## src/hgc_pkg.sv

```systemverilog
// Shared constants, state types and check-bit helpers for the gateway channels
package hgc_pkg;

  // Control channel parcel layout
  localparam int         CTL_W        = 16;
  localparam int         CTL_PAR_W    = 4;
  localparam int         NIBBLE_W     = 4;
  localparam int         ROUTE_BIT    = 15;
  localparam logic       ROUTE_OUTPUT = 1'b0;
  localparam logic       ROUTE_INPUT  = 1'b1;
  localparam int         NODE_OUT     = 0;
  localparam int         NODE_IN      = 1;
  localparam int         NODES        = 2;

  // Data channel word layout
  localparam int         WORD_W       = 64;
  localparam int         CHK_W        = 8;
  localparam int         SYN_W        = 7;
  localparam int         CODE_POS_MAX = 71;
  localparam int         ADDR_W       = 24;
  localparam int         LEN_W        = 16;

  // Word pacing from clock rate and channel rate
  localparam int         CLK_MHZ        = 40;
  localparam int         RATE_FULL_MBPS = 200;
  localparam int         RATE_HALF_MBPS = 100;
  localparam int         BYTES_PER_WORD = 8;
  localparam int         PACE_W         = 4;
  localparam logic [3:0] PACE_STEP_FULL =
    4'(RATE_FULL_MBPS * (2 ** PACE_W) / (CLK_MHZ * BYTES_PER_WORD));
  localparam logic [3:0] PACE_STEP_HALF =
    4'(RATE_HALF_MBPS * (2 ** PACE_W) / (CLK_MHZ * BYTES_PER_WORD));

  // Inbound control receiver states
  typedef enum logic [1:0] {
    RX_WAIT_FIRST = 2'b01,
    RX_ROUTED     = 2'b10
  } hgc_rx_t;

  // Outbound control sender states
  typedef enum logic [3:0] {
    TX_IDLE    = 4'b0001,
    TX_SEND    = 4'b0010,
    TX_RELEASE = 4'b0100,
    TX_DONE    = 4'b1000
  } hgc_tx_t;

  // Data channel slave states
  typedef enum logic [2:0] {
    HS_IDLE = 3'b001,
    HS_DATA = 3'b010,
    HS_END  = 3'b100
  } hgc_hs_t;

  // Code position of data bit i in the Hamming layout
  function automatic logic [SYN_W-1:0] hgc_dpos(input int i);
    logic [SYN_W-1:0] p;
    int               cnt;
    p   = '0;
    cnt = -1;
    for (int q = 1; q <= CODE_POS_MAX; q++)
    begin
      if ((q & (q - 1)) != 0)
      begin
        cnt++;
        if (cnt == i)
          p = SYN_W'(q);
      end
    end
    return p;
  endfunction : hgc_dpos

  // Data bits covered by check bit k
  function automatic logic [WORD_W-1:0] hgc_synmask(input int k);
    logic [WORD_W-1:0] m;
    logic [SYN_W-1:0]  p;
    m = '0;
    for (int i = 0; i < WORD_W; i++)
    begin
      p    = hgc_dpos(i);
      m[i] = p[k];
    end
    return m;
  endfunction : hgc_synmask

endpackage : hgc_pkg

```

## src/hgc_ecc_if.sv

```systemverilog
// Bundle between the data channel logic and its check-bit decoder
`timescale 1ns/100ps
interface hgc_ecc_if;
  import hgc_pkg::*;
  logic [WORD_W-1:0] data;
  logic [CHK_W-1:0]  check;
  logic [WORD_W-1:0] fixed;
  logic              single;
  logic              double;

  modport dec (input data, check, output fixed, single, double);
  modport user (output data, check, input fixed, single, double);
endinterface : hgc_ecc_if

```

## src/hgc_par4.sv

```systemverilog
// Per-nibble even parity over one control parcel
`timescale 1ns/100ps
module hgc_par4
  import hgc_pkg::*;
(
  // Parcel in, parity out
  input  wire logic [CTL_W-1:0]     data,
  output logic      [CTL_PAR_W-1:0] parity
);

  // One parity bit per nibble
  genvar n;
  generate
    for (n = 0; n < CTL_PAR_W; n++)
    begin : g_nib
      assign parity[n] = ^data[n*NIBBLE_W +: NIBBLE_W];
    end
  endgenerate

endmodule : hgc_par4

```

## src/hgc_ecc.sv

```systemverilog
// Single-error-correcting, double-error-detecting decoder for 64-bit words
`timescale 1ns/100ps
module hgc_ecc
  import hgc_pkg::*;
(
  // Word, check bits and decode result
  hgc_ecc_if.dec e
);

  logic [SYN_W-1:0] syn;
  logic             oddAll;
  logic             synZero;

  // Syndrome bit per Hamming check bit
  genvar k;
  generate
    for (k = 0; k < SYN_W; k++)
    begin : g_syn
      assign syn[k] = e.check[k] ^ (^(e.data & hgc_synmask(k)));
    end
  endgenerate

  // Overall parity separates single from double faults
  assign oddAll   = ^{e.data, e.check};
  assign synZero  = (syn == '0);
  assign e.single = oddAll;
  assign e.double = ~oddAll & ~synZero;

  // Flip the data bit that the syndrome points at
  genvar i;
  generate
    for (i = 0; i < WORD_W; i++)
    begin : g_fix
      assign e.fixed[i] = e.data[i] ^ (oddAll & (syn == hgc_dpos(i)));
    end
  endgenerate

endmodule : hgc_ecc

```

## src/hgc_top.sv

```systemverilog
// Gateway channel logic: control links in and out, data channel slave
//
// What this block does
// - Control traffic moves as 16-bit parcels, one per transfer unit, each way.
// - Each parcel carries 4 parity bits made by the sender and checked by the receiver.
// - The control channel is two separate one-way links, inbound and outbound.
// - Either end may start a control transfer on its own outgoing link at any time.
// - Sender marks a parcel present, receiver marks it taken, sender marks the transfer done.
// - The top bit of the first inbound parcel routes the transfer: 0 to output node, 1 to input node.
// - A node asking while the outbound link is free owns it until it disconnects, the output node first if both ask; the other waits.
// - On the data channel the master supplies the addressing and this slave follows it.
// - Before data the master gives a memory address and a block length in words.
// - Data words are 64 bits with 8 check bits; single-bit errors are corrected.
// - Word rate is 200 Mbytes/s by default and 100 Mbytes/s when the rate select is set.
// - Clear, start and last-word signals steer the data channel.
// - At block end an error indication tells the master whether the block went bad.
`timescale 1ns/100ps
module hgc_top
  import hgc_pkg::*;
(
  // Clock and reset
  input  wire logic                 clk,
  input  wire logic                 rst,
  // Inbound control link
  input  wire logic [CTL_W-1:0]     ciData,
  input  wire logic [CTL_PAR_W-1:0] ciParity,
  input  wire logic                 ciPresent,
  input  wire logic                 ciDone,
  output logic                      ciTaken,
  // Delivery to the two nodes
  output logic      [CTL_W-1:0]     rxParcel,
  output logic      [NODES-1:0]     rxValid,
  output logic      [NODES-1:0]     rxEnd,
  // Outbound requests from the two nodes
  input  wire logic [NODES-1:0]     nodeReq,
  input  wire logic [CTL_W-1:0]     nodeParcel [NODES],
  input  wire logic [NODES-1:0]     nodeValid,
  input  wire logic [NODES-1:0]     nodeDisc,
  output logic      [NODES-1:0]     nodeGrant,
  output logic      [NODES-1:0]     nodeReady,
  // Outbound control link
  output logic      [CTL_W-1:0]     coData,
  output logic      [CTL_PAR_W-1:0] coParity,
  output logic                      coPresent,
  output logic                      coDone,
  input  wire logic                 coTaken,
  // Data channel from the master
  input  wire logic                 hsClear,
  input  wire logic                 hsStart,
  input  wire logic [ADDR_W-1:0]    hsAddr,
  input  wire logic [LEN_W-1:0]     hsLen,
  input  wire logic                 hsWordValid,
  input  wire logic [WORD_W-1:0]    hsData,
  input  wire logic [CHK_W-1:0]     hsCheck,
  input  wire logic                 hsLast,
  output logic                      hsReady,
  output logic                      hsStatusValid,
  output logic                      hsStatusErr,
  // Slave memory write port
  output logic                      memWe,
  output logic      [ADDR_W-1:0]    memAddr,
  output logic      [WORD_W-1:0]    memData,
  // Configuration and error flags
  input  wire logic                 rateHalf,
  input  wire logic                 errClear,
  output logic                      ctlParityErr,
  output logic                      dataUncorrErr,
  output logic                      dataCorrected
);

  // ---------------- Inbound control link ----------------
  hgc_rx_t              rxState;
  logic                 route;
  logic [CTL_PAR_W-1:0] rxParCalc;
  wire                  ciAccept = ciPresent & ~ciTaken;
  wire                  ciEnd    = ciDone & ~ciPresent;
  wire                  parBad   = ciAccept & (rxParCalc != ciParity);
  wire                  rxFirst  = (rxState == RX_WAIT_FIRST);
  wire                  dest     = rxFirst ? ciData[ROUTE_BIT] : route;
  wire  [NODES-1:0]     destSel  = (dest == ROUTE_INPUT) ? 2'h2 : 2'h1;

  // Receiver parity check
  hgc_par4 u_rxpar
  (
    .data   (ciData),
    .parity (rxParCalc)
  );

  // Taken follows present, one acceptance per present phase
  always_ff @(posedge clk)
  begin
    if (rst)
      ciTaken <= 1'b0;
    else
      ciTaken <= ciPresent;
  end

  // Route latch and transfer framing
  always_ff @(posedge clk)
  begin
    if (rst)
    begin
      rxState <= RX_WAIT_FIRST;
      route   <= ROUTE_OUTPUT;
    end
    else
    begin
      case (rxState)
        RX_WAIT_FIRST:
        begin
          if (ciAccept)
          begin
            route   <= ciData[ROUTE_BIT];
            rxState <= RX_ROUTED;
          end
        end
        RX_ROUTED:
        begin
          if (ciEnd)
            rxState <= RX_WAIT_FIRST;
        end
        default:
          rxState <= RX_WAIT_FIRST;
      endcase
    end
  end

  // Parcel delivery to the selected node
  always_ff @(posedge clk)
  begin
    if (rst)
    begin
      rxParcel <= '0;
      rxValid  <= '0;
      rxEnd    <= '0;
    end
    else
    begin
      if (ciAccept)
        rxParcel <= ciData;
      rxValid <= ciAccept ? destSel : 2'h0;
      rxEnd   <= (ciEnd & ~rxFirst) ? destSel : 2'h0;
    end
  end

  // ---------------- Outbound control link ----------------
  hgc_tx_t              txState;
  hgc_tx_t              next_txState;
  logic                 ownValid;
  logic                 owner;
  logic                 next_ownValid;
  logic                 next_owner;
  logic [CTL_PAR_W-1:0] txParCalc;
  wire  [CTL_W-1:0]     selParcel = nodeParcel[owner];
  wire                  selValid  = nodeValid[owner] & nodeReady[owner];
  wire                  selDisc   = nodeDisc[owner] & nodeReady[owner] & ~nodeValid[owner];
  wire                  txIdle    = (txState == TX_IDLE);
  wire                  grab      = ~ownValid & txIdle & (|nodeReq);
  wire                  grabNode  = nodeReq[NODE_OUT] ? 1'b0 : 1'b1;

  // Sender parity generation
  hgc_par4 u_txpar
  (
    .data   (selParcel),
    .parity (txParCalc)
  );

  // Ownership: a requester takes the free link, output node first if both ask, and holds it until disconnect
  always_comb
  begin
    next_ownValid = ownValid;
    next_owner    = owner;
    if (grab)
    begin
      next_ownValid = 1'b1;
      next_owner    = grabNode;
    end
    else if (txState == TX_DONE)
      next_ownValid = 1'b0;
  end

  // Sender sequence for one parcel or a disconnect
  always_comb
  begin
    next_txState = txState;
    case (txState)
      TX_IDLE:
      begin
        if (ownValid & selValid)
          next_txState = TX_SEND;
        else if (ownValid & selDisc)
          next_txState = TX_DONE;
      end
      TX_SEND:
      begin
        if (coTaken)
          next_txState = TX_RELEASE;
      end
      TX_RELEASE:
      begin
        if (~coTaken)
          next_txState = TX_IDLE;
      end
      TX_DONE:
        next_txState = TX_IDLE;
      default:
        next_txState = TX_IDLE;
    endcase
  end

  // Ownership and handshake registers
  always_ff @(posedge clk)
  begin
    if (rst)
    begin
      txState   <= TX_IDLE;
      ownValid  <= 1'b0;
      owner     <= 1'b0;
      nodeGrant <= '0;
      nodeReady <= '0;
    end
    else
    begin
      txState   <= next_txState;
      ownValid  <= next_ownValid;
      owner     <= next_owner;
      nodeGrant <= next_ownValid ? (next_owner ? 2'h2 : 2'h1) : 2'h0;
      nodeReady <= (next_ownValid & (next_txState == TX_IDLE) & (txState != TX_SEND))
                   ? (next_owner ? 2'h2 : 2'h1) : 2'h0;
    end
  end

  // Outbound link pins
  always_ff @(posedge clk)
  begin
    if (rst)
    begin
      coData    <= '0;
      coParity  <= '0;
      coPresent <= 1'b0;
      coDone    <= 1'b0;
    end
    else
    begin
      if (txIdle & ownValid & selValid)
      begin
        coData   <= selParcel;
        coParity <= txParCalc;
      end
      coPresent <= (next_txState == TX_SEND);
      coDone    <= (next_txState == TX_DONE);
    end
  end

  // ---------------- Data channel slave ----------------
  hgc_hs_t          hsState;
  hgc_hs_t          next_hsState;
  logic [ADDR_W-1:0] addr;
  logic [LEN_W-1:0]  remain;
  logic              blkErr;
  logic [PACE_W-1:0] pace;
  hgc_ecc_if         eccBus ();
  wire  [PACE_W-1:0] paceStep = rateHalf ? PACE_STEP_HALF : PACE_STEP_FULL;
  wire  [PACE_W:0]   paceSum  = {1'b0, pace} + {1'b0, paceStep};
  wire               take     = (hsState == HS_DATA) & hsWordValid & hsReady;
  wire               overrun  = take & (remain == '0);
  wire               shortBlk = take & hsLast & (remain != LEN_W'(1));
  wire               badWord  = take & eccBus.double;

  assign eccBus.data  = hsData;
  assign eccBus.check = hsCheck;

  // Check-bit decode of the incoming word
  hgc_ecc u_ecc
  (
    .e (eccBus)
  );

  // Block sequencing
  always_comb
  begin
    next_hsState = hsState;
    case (hsState)
      HS_IDLE:
      begin
        if (hsStart)
          next_hsState = HS_DATA;
      end
      HS_DATA:
      begin
        if (take & hsLast)
          next_hsState = HS_END;
      end
      HS_END:
        next_hsState = HS_IDLE;
      default:
        next_hsState = HS_IDLE;
    endcase
    if (hsClear)
      next_hsState = HS_IDLE;
  end

  // Address, length and block error tracking
  always_ff @(posedge clk)
  begin
    if (rst)
    begin
      hsState <= HS_IDLE;
      addr    <= '0;
      remain  <= '0;
      blkErr  <= 1'b0;
    end
    else
    begin
      hsState <= next_hsState;
      if (hsClear)
        blkErr <= 1'b0;
      else if ((hsState == HS_IDLE) & hsStart)
      begin
        addr   <= hsAddr;
        remain <= hsLen;
        blkErr <= 1'b0;
      end
      else if (take)
      begin
        addr   <= addr + ADDR_W'(1);
        remain <= remain - LEN_W'(1);
        blkErr <= blkErr | badWord | overrun | shortBlk;
      end
    end
  end

  // Word pacing and memory write port
  always_ff @(posedge clk)
  begin
    if (rst)
    begin
      pace    <= '0;
      hsReady <= 1'b0;
      memWe   <= 1'b0;
      memAddr <= '0;
      memData <= '0;
    end
    else
    begin
      pace    <= paceSum[PACE_W-1:0];
      hsReady <= paceSum[PACE_W] & (next_hsState == HS_DATA) & ~(take & hsLast);
      memWe   <= take & ~overrun & ~hsClear;
      if (take)
      begin
        memAddr <= addr;
        memData <= eccBus.fixed;
      end
    end
  end

  // Block status back to the master
  always_ff @(posedge clk)
  begin
    if (rst)
    begin
      hsStatusValid <= 1'b0;
      hsStatusErr   <= 1'b0;
    end
    else
    begin
      hsStatusValid <= (hsState == HS_END) & ~hsClear;
      hsStatusErr   <= (hsState == HS_END) & blkErr;
    end
  end

  // Sticky error flags; a new fault wins over a clear
  always_ff @(posedge clk)
  begin
    if (rst)
    begin
      ctlParityErr  <= 1'b0;
      dataUncorrErr <= 1'b0;
      dataCorrected <= 1'b0;
    end
    else
    begin
      ctlParityErr  <= parBad | (ctlParityErr & ~errClear);
      dataUncorrErr <= badWord | (dataUncorrErr & ~errClear);
      dataCorrected <= (take & eccBus.single) | (dataCorrected & ~errClear);
    end
  end

endmodule : hgc_top

```

## config.mk

```make
export PLATFORM = sky130hd
export DESIGN_NAME = hgc_top
export DESIGN_NICKNAME = d
export VERILOG_FILES = /design/src/hgc_pkg.sv /design/src/hgc_ecc_if.sv /design/src/hgc_par4.sv /design/src/hgc_ecc.sv /design/src/hgc_top.sv
export SDC_FILE = /design/constraint.sdc
export NUM_CORES = 1
export LEC_CHECK = 0
export ABC_AREA = 1
export ABC_CLOCK_PERIOD_IN_PS = 2190
export BUFFER_PORTS_ARGS = -buffer_cell sky130_fd_sc_hd__buf_4
export CAP_MARGIN = 10
export CORE_ASPECT_RATIO = 2
export CORE_MARGIN = 1
export CORE_UTILIZATION = 50
export DETAILED_ROUTE_END_ITERATION = 7
export GPL_TIMING_DRIVEN = 0
export PLACE_DENSITY = 0.78
export SLEW_MARGIN = 20
export SYNTH_ARGS = -nofsm -noshare
export SYNTH_HDL_FRONTEND = slang
export SYNTH_SLANG_ARGS = --single-unit
```

## constraint.sdc

```tcl
create_clock -name clk -period 2.19 [get_ports clk]
set_input_delay 0.219 -clock clk [delete_from_list [all_inputs] [get_ports clk]]
set_output_delay 0.219 -clock clk [all_outputs]
set_load 0.01 [all_outputs]
```

==> summary.md, run 1 <==
| Metric | Value |
|---|---|
| Die height | `236 um` |
| Top FF cell, synth | `dfxtp_1` |
| Initial antenna violation count | `1` |
| Syn_nets | `2522` |
| Site row count | `85` |
| Fin area | `between 0.015 and 0.02 mm^2` |
| GP Congestion | `1.00` |
| Fill cells | `2386` |
| Max cap viols | `0` |
| Hold Crit Endpoint | `rxParcel[2]` |
| DRC | `0` |
| Clock power share | `25.7%` |
| Synth unique cells | `45` |
| Crit Path Class | `reg -> reg` |
| Max IR drop VDD | `0.663 mV` |
| Iteration-0 DRC Markers | `974` |
| Hold crit path type | `in -> reg` |
| Number of synthesized register bits | `~200` |
| TritonRoute pass-1 iters | `5` |
| Peak fanout along the critical path | `4` |
| Synth cell count leaders | `832 x nand2_1, 319 x nor2_1, 231 x nand3_1` |
| Nets | `2936` |
| Final Hold Viols | `0` |
| Final Critical Period | `2180 ps` |
| Pwr dens | `645 mW/mm^2` |
| Hold Path Depth | `3` |
| R2R Setup Slk | `slightly above 8 ps` |
| Area Growth Syn to Fin | `40.4%` |
| Seq/Total Area, Yosys | `between 20% and 30%` |
| Hold Crit Start | `ciData[2]` |
| Final Cycle Share | `between 90% and 100%` |
| RSZ-0062 raised after global routing | `yes` |
| Cell taking the most area after synthesis | `dfxtp_1` |
| Mean area per synthesized cell | `5.84 um^2` |
| Share of the synthesized area in the top cell type | `29.2%` |
| Starting Density | `50.9%` |
| Total power | `12.3 mW` |
| Number of global-route vias before repair | `about 16000` |
| Lkg Pwr | `9.61 nW` |
| Max Slew Vio Count | `0` |
| CP Cell Sequence | `ha_4 > nand2_4 > nor3_4 > nand2_2 > buf_4 > buf_4 > buf_4 > buf_4 > buf_4 > buf_4 > buf_4 > o31ai_4 > a21oi_1 > a211oi_1` |
| Vias | `approximately 17000` |
| Count leader, synth | `nand2_1` |
| Async set-or-reset flop fraction in the synthesized netlist | `0%` |
| Area contributors post-synth | `dfxtp_1 29%, nand2_1 23%, nor2_1 8.8%` |
| Worst stage delay on the critical path | `380 ps` |
| Outcome | `completed` |
| Sw frac | `41.2%` |
| Critical path's slowest cell | `dfxtp_4` |
| Layout Utilization | `71.4%` |
| Fmax | `458 MHz` |
| Htree depth | `4` |
| Worst Path Buf+Inv | `7` |
| CTS tree | `done` |
| Post-synthesis instance total | `2333` |
| First-pass GRT wire length | `86500 um` |
| Grt ovf | `0` |
| Post-DR wirelength/cell | `~19 um` |
| Die area | `0.0280 mm^2` |
| Final Setup Violations | `0` |
| Clk sink count | `199` |
| Chip Width | `about 120 um` |
| CP delay by family, top | `buffers and inverters` |
| Slew margin rel. | `48.0%` |
| Clock Skews | `11.5 ps` |
| HPWL after DPL | `46100 um` |
| Mapped cell area | `0.0136 mm^2` |
| Total track usage | `40.6%` |
| Clk buf depth | `2` |
| Share of power burned in registers | `31.1%` |
| Core Area | `0.0268 mm^2` |
| Pin count of the biggest net entering global routing | `20` |
| Crit path launch type | `register` |
| Critical Path RT | `2560 ps` |
| Placed cell areas | `0.0164 mm^2` |
| Num CTS Buffers | `17` |
| Post-synth EDFFs | `0` |
| Cell mode on critical path | `buf_4` |
| FF-to-FF End | `addr[8]` |
| Clk root buf | `clkbuf_16` |
| Setup crit end kind | `register` |
| DRT antenna net count | `0` |
| Top Ports | `323` |
| Worst skew pair latency | `460 ps` |
| WL final | `59600 um` |
| Clock-pin transition on the worst setup and hold timing paths | `around 80 ps` |
| Worst R2R Path Depth | `14` |
| Buffers on Ports | `312` |
| Synth warn | `0` |
| P_sw | `5.09 mW` |
| Layout cell share with drive strength beyond 1 | `30.1%` |
| DR vias/cell | `between 5 and 6` |
| Internal power | `7.26 mW` |
| Worst slew pin tran | `between 700 and 800 ps` |
| RR Startpoint | `addr[1]` |
| Worst path arrival time | `2550 ps` |
| Logic gate share of total power | `43.2%` |
[how the worst max path moves through the flow]
stage                          start           to  cells past startpoint
after floorplan              addr[0]     addr[23]                     13
after global placement    hsData[56]  memData[53]                     19
after detailed placement  hsData[55]  memData[50]                     21
after CTS                    addr[1]     addr[18]                     14
after global routing         addr[1]     addr[20]                     14
final                        addr[1]      addr[8]                     14
[tightest hold or removal path: stages]
cell,delay (ps)
buf_4,90
nor2_1,40
nor2_1,80
[power groups by stage]
stage	combinational (mW)	clock (mW)	sequential (mW)
2_1_floorplan	2.45	0	3.92
3_3_place_gp	3.72	0	3.91
3_5_place_dp	3.77	0	3.91
4_1_cts	4.06	3.18	3.83
5_1_grt	5.65	3.33	3.85
6_report	5.34	3.17	3.84
[sequential cells by signal (all words and copies together) (netlist names), 3 cells and up]
register,flops
memData,64
addr,24
memAddr,24
coData,16
remain,16
rxParcel,16
coParity,4
pace,4
txState,4
hsState,3
[per-stage QoR]
stage | instances | hold WS, ps | setup TNS, ps | worst slack (ps)
CTS | 3051 | 4.10 | -65.4 | -32.2
global route | 3109 | 12.2 | -2200 | -150
global placement | 2993 | 427 | -59440 | -744
floorplan | 2333 | 296 | 0 | 98.5
detailed placement | 2993 | 429 | -64500 | -729
finish | 3109 | 5.80 | 0 | 8.08
[layout by cell type (no fill, tap or decap), drive strengths merged]
cell / count
a31o: 1
mux2i: 18
ha: 7
o21a: 4
clkinv: 6
o31ai: 7
a21oi: 71
diode: 1
nor2: 347
nor4: 2
clkinvlp: 7
fa: 1
nand2: 852
a311oi: 2
nor3: 15
or2: 3
clkbuf: 74
inv: 242
buf: 422
o211ai: 3
a221oi: 4
xnor2: 33
o21ai: 131
dlygate4sd3: 3
nand4: 12
o221ai: 2
nand3b: 3
a31oi: 4
xor2: 30
dfxtp: 199
o22ai: 1
nand3: 234
a211oi: 20
[logic make-up (layout without fill, tap and decap cells)]
kind of cell | count (synthesis) | after routing | share of synthesized area [%]
simple gates | 1466 | 1468 | 44.7
buf+inv | 329 | 754 | 9.71
flops | 199 | 199 | 29.2
mux | 18 | 18 | 1.32
other cells | 0 | 1 | 0
compound gates | 250 | 250 | 10.2
fa+ha+maj | 8 | 8 | 0.789
xor+xnor | 63 | 63 | 4.05
[metal layers]
metal / GRT usage, % / vias up / wire [um]
met3: 6.98 / 336 / 4070
met5: 0 / - / 0
li1: - / 8209 / -
met2: 73.5 / 823 / 30200
met1: 36.9 / 7877 / 18500
met4: 41.0 / 0 / 6710
[cell type report]
cell class                 instances  area (um^2)  area share, %
clock buffer                      19          453           2.37
multi-input combinational       1807         9460           49.4
antenna                            1         2.50         0.0131
clock inverter                    13          133          0.693
buffer                            86          482           2.52
timing repair buffer             394         3170           16.6
tap                              348          435           2.28
sequential                       199         4000           20.9
inverter                         242         1010           5.26
[timing repair]
| action | in CTS | in global routing |
|---|---|---|
| gates cloned | 1 | 5 |
| pin swaps | 26 | 122 |
| endpoints found under the hold margin | 4 | 0 |
| hold buffers | 3 | 0 |
| resized for setup | 102 | 338 |
| endpoints found under the setup margin | 141 | 132 |
| buffers inserted | 23 | 53 |
Power figures use the tool's default switching activity.
==> inputs of run 2 (changes only) <==
--- a/config.mk
+++ b/config.mk
@@ -7,3 +7,2 @@
 export LEC_CHECK = 0
-export ABC_AREA = 1
 export ABC_CLOCK_PERIOD_IN_PS = 2190
@@ -13,6 +12,5 @@
 export CORE_MARGIN = 1
-export CORE_UTILIZATION = 50
+export CORE_UTILIZATION = 47
 export DETAILED_ROUTE_END_ITERATION = 7
-export GPL_TIMING_DRIVEN = 0
-export PLACE_DENSITY = 0.78
+export PLACE_DENSITY = 0.77
 export SLEW_MARGIN = 20
==> constraint.sdc (replaced) <==
create_clock -name clk -period 2.19 [get_ports clk]
set_input_delay 0.1095 -clock clk [delete_from_list [all_inputs] [get_ports clk]]
set_output_delay 0.1095 -clock clk [all_outputs]
set_load 0.01 [all_outputs]
==> run 2 against run 1 <==
Net effect:
- wire length fell by 33%
- synthesized cell count down 44%
- via count decreased by 34%
- critical path depth stayed put
- non-clock buffer count up 60
- clock power up 4%
- the run now ends with setup timing left
- first-iteration DRC count shrank 33%
- critical endpoint is now memData[33]
==> summary.md, run 2 <==
| Metric | Value |
|---|---|
| Nets | `1975 (-33%)` |
| Total negative setup slack | `-17580 ps (-17580 ps)` |
| Total track usage | `32.8% (-7.8 points)` |
| RSZ-0062 raised after global routing | `yes` |
| Top flop regs | `memData x64, addr x24, memAddr x24` |
| Clk buf depth | `2 (unchanged)` |
| Clock-pin transition on the worst setup and hold timing paths | `70 ps (about the same)` |
| Cell taking the most area after synthesis | `dfxtp_1` |
| Layout cell share with drive strength beyond 1 | `38.0% (+7.9 points)` |
| DRC | `0 (unchanged)` |
| Hold crit path type | `in -> reg` |
| Top Ports | `323 (unchanged)` |
| Worst slew pin tran | `854 ps (+74.5 ps)` |
| Largest family of logic cells by synthesized area | `XOR/XNOR gates` |
| Post-synth EDFFs | `0 (unchanged)` |
| TritonRoute pass-1 iters | `5 (unchanged)` |
| Fin area | `0.0168 mm^2 (-12%)` |
| Vias | `11300 (-34%)` |
| Setup ws final | `-362 ps (-370 ps)` |
| Post-Synth Simple-Gate Area | `19.6% (-25 points)` |
| FF-to-FF End | `addr[21]` |
| Post-Synth Adder-Cell Area | `0.990% (+0.20 points)` |
| Clk root buf | `clkbuf_16` |
| Cell mode on critical path | `buf_4` |
| XOR/XNOR share of the synthesized area | `22.6% (+19 points)` |
| Slew margin rel. | `42.9% (-5.1 points)` |
| CP delay by family, top | `XOR/XNOR gates` |
| Clk sink count | `199 (unchanged)` |
| Logic gate share of total power | `62.4% (+19 points)` |
| CTS tree | `done` |
| Worst skew pair latency | `460 ps (about the same)` |
| Failing checks | `setup timing` |
| Grt ovf | `0 (unchanged)` |
| Max IR drop VDD | `1.48 mV (+120%)` |
| Num CTS Buffers | `17 (unchanged)` |
| Site row count | `78 (-8.2%)` |
| Chip Width | `110 um (-7.8%)` |
| Number of global-route vias before repair | `11300 (-30%)` |
| Top FF cell, synth | `dfxtp_1` |
| Final Hold Viols | `0 (unchanged)` |
| RR Startpoint | `addr[1]` |
| Max cap viols | `0 (unchanged)` |
| GP Congestion | `1.01 (+0.42%)` |
| Seq/Total Area, Yosys | `36.6% (+7.4 points)` |
| Area contributors post-synth | `dfxtp_1 37%, xnor2_1 13%, nand2_1 6.8%` |
| Die area | `0.0238 mm^2 (-15%)` |
| Total power | `19.0 mW (+54%)` |
| Max Slew Vio Count | `0 (unchanged)` |
| Peak fanout along the critical path | `4 (unchanged)` |
| Area of the multi-input gates | `0.00744 mm^2 (-21%)` |
| Pwr dens | `1130 mW/mm^2 (+75%)` |
| DRT antenna net count | `0 (unchanged)` |
| Number of synthesized register bits | `199 (unchanged)` |
| Synth cell count leaders | `199 x dfxtp_1, 197 x nand2_1, 160 x nor2_1` |
| Hold_ws | `13.1 ps (+7.31 ps)` |
| HPWL after DPL | `29500 um (-36%)` |
| Setup crit end kind | `register` |
| Lkg Pwr | `7.10 nW (-26%)` |
| CP Cell Sequence | `buf_4 > xor2_1 > xnor3_1 > xnor2_2 > buf_4 > xnor2_1 > xnor3_1 > buf_4 > nand3b_1 > buf_6 > nor3_4 > xnor2_2 > buf_4 > o21ai_1` |
| Largest register FFs | `64 (unchanged)` |
| Iteration-0 DRC Markers | `650 (-33%)` |
| Syn_nets | `1494 (-41%)` |
| Fill cells | `1615 (-32%)` |
| Post-DR wirelength/cell | `19.2 um (+0.20%)` |
| Share of power burned in registers | `20.2% (-11 points)` |
| Crit path launch type | `input port` |
| Synth Area in Compound Gates | `15.4% (+5.2 points)` |
| Pin count of the biggest net entering global routing | `128 (+540%)` |
| Worst stage delay on the critical path | `480 ps (+100 ps)` |
| WL final | `39900 um (-33%)` |
| Crit path from | `hsData[44]` |
| CP Capture Point | `memData[33]` |
| Buffers on Ports | `322 (+3.2%)` |
| Count leader, synth | `dfxtp_1` |
| Crit Path Class | `in -> reg` |
| P_sw | `7.92 mW (+56%)` |
| Async set-or-reset flop fraction in the synthesized netlist | `0% (unchanged)` |
| R2R Setup Slk | `110 ps (+100 ps)` |
| Worst Path Buf+Inv | `5 (-2)` |
| Final Cycle Share | `117% (+17 points)` |
| Die height | `217 um (-7.8%)` |
| Register area | `0.00399 mm^2 (-0.25%)` |
| Outcome | `finished with violations` |
| Internal power | `11.1 mW (+53%)` |
| Fmax | `392 MHz (-14%)` |
| Critical path depth | `14 (unchanged)` |
| Initial antenna violation count | `0 (-1)` |
| Mux cell area share after synthesis | `1.57% (+0.24 points)` |
| Antenna Cells | `0 (-1)` |
| Sw frac | `41.6% (+0.39 points)` |
| Share of the synthesized area in the top cell type | `36.6% (+7.4 points)` |
| Non-filler instance count after layout | `2079 (-33%)` |
| Commonest cells after routing, fill and taps aside | `471 x buf_4, 198 x dfxtp_1, 186 x nand2_1, 130 x xnor2_1, 113 x nor2_1` |
| Post-synthesis instance total | `1305 (-44%)` |
| Worst R2R Path Depth | `10 (-4)` |
| Placed Cells | `1996 (-33%)` |
| Mapped cell area | `0.0109 mm^2 (-20%)` |
| Mean area per synthesized cell | `8.33 um^2 (+43%)` |
| First-pass GRT wire length | `57800 um (-33%)` |
| Area Growth Syn to Fin | `54.8%` |
| Biggest register | `memData` |
| Final Setup Violations | `66 (+66)` |
| Htree depth | `4 (unchanged)` |
| DR vias/cell | `5.45 (-1.8%)` |
| Worst path arrival time | `2880 ps (+330 ps)` |
| Commonest non-fill, non-tap cell in the layout | `buf_4` |
| Starting Density | `48.0% (-2.8 points)` |
| Critical Path RT | `2520 ps (-40 ps)` |
| Synth warn | `0 (unchanged)` |
| Clock Skews | `17.2 ps (+5.76 ps)` |
| Placed cell areas | `0.0149 mm^2 (-9.2%)` |
| Final Critical Period | `2550 ps (+370 ps)` |
| Synth unique cells | `60 (+33%)` |
| Critical path's slowest cell | `xnor3_1` |
| Clock power share | `17.4% (-8.3 points)` |
| Core Area | `0.0226 mm^2 (-16%)` |
## run 2: cell types whose count changed after synthesis, sizes merged, moves of 31 or more
cell	change
xnor2	+126
xnor3	+31
nand3	-219
o21ai	-35
nand2	-655
a21oi	+33
inv	-231
nor2	-185
## run 2: cell families after synthesis
group,count (synthesis)
simple gates,483
fa+ha+maj,8
flops,199
mux,17
buf+inv,87
compound gates,288
xor+xnor,223
## run 2: power groups by stage
stage	logic (mW)	registers (mW)	clock network [mW]
4_1_cts	9.80	3.85	3.36
2_1_floorplan	4.72	3.95	0
6_report	11.9	3.86	3.31
5_1_grt	12.3	3.87	3.49
3_3_place_gp	7.88	3.93	0
3_5_place_dp	7.91	3.93	0
## run 2: cell type report
type	instances	area share (%)
well taps	280	2.08
repair buffers	540	26.2
clock inverters	15	1.12
flip-flops and latches	199	23.7
clock buffers	17	2.53
multi-input cells	1019	44.2
inverters	9	0.201
## run 2: worst min-delay path, delay by kind of cell
family          cells  cell delay, ps
simple gates        2             150
compound gates      2             100
buf+inv             1              80
## run 2: per-stage QoR
stage	utilization (%)	setup WS, ps
after floorplan	-	-476
after global placement	65.8	-995
after detailed placement	65.8	-935
after CTS	71.9	-332
after global routing	74.3	-489
final	74.3	-362
## run 2: how the worst min path moves through the flow
stage / from / endpoint / slack, ps / cells past startpoint
CTS: hsAddr[21] / addr[21] / 0.3 / 5
detailed placement: hsClear / hsStatusValid / 360 / 2
finish: hsAddr[15] / addr[15] / 10 / 5
floorplan: hsClear / hsStatusValid / 190 / 1
global route: hsAddr[9] / addr[9] / 10 / 3
global placement: hsClear / hsStatusValid / 360 / 2
## run 2: routing by layer
layer  track usage (%)  routed length, um
met1              28.8              12700
met2              62.6              22200
met3              6.14               1660
met4              25.5               3310
met5                 0                  0
## run 2: timing repair
item,in CTS,in global routing
hold buffers,35,0
cloned,0,1
setup buffers,4,13
hold endpoints to repair,50,0
pin swaps,18,40
endpoints found under the setup margin,70,71
gates resized for setup,97,113
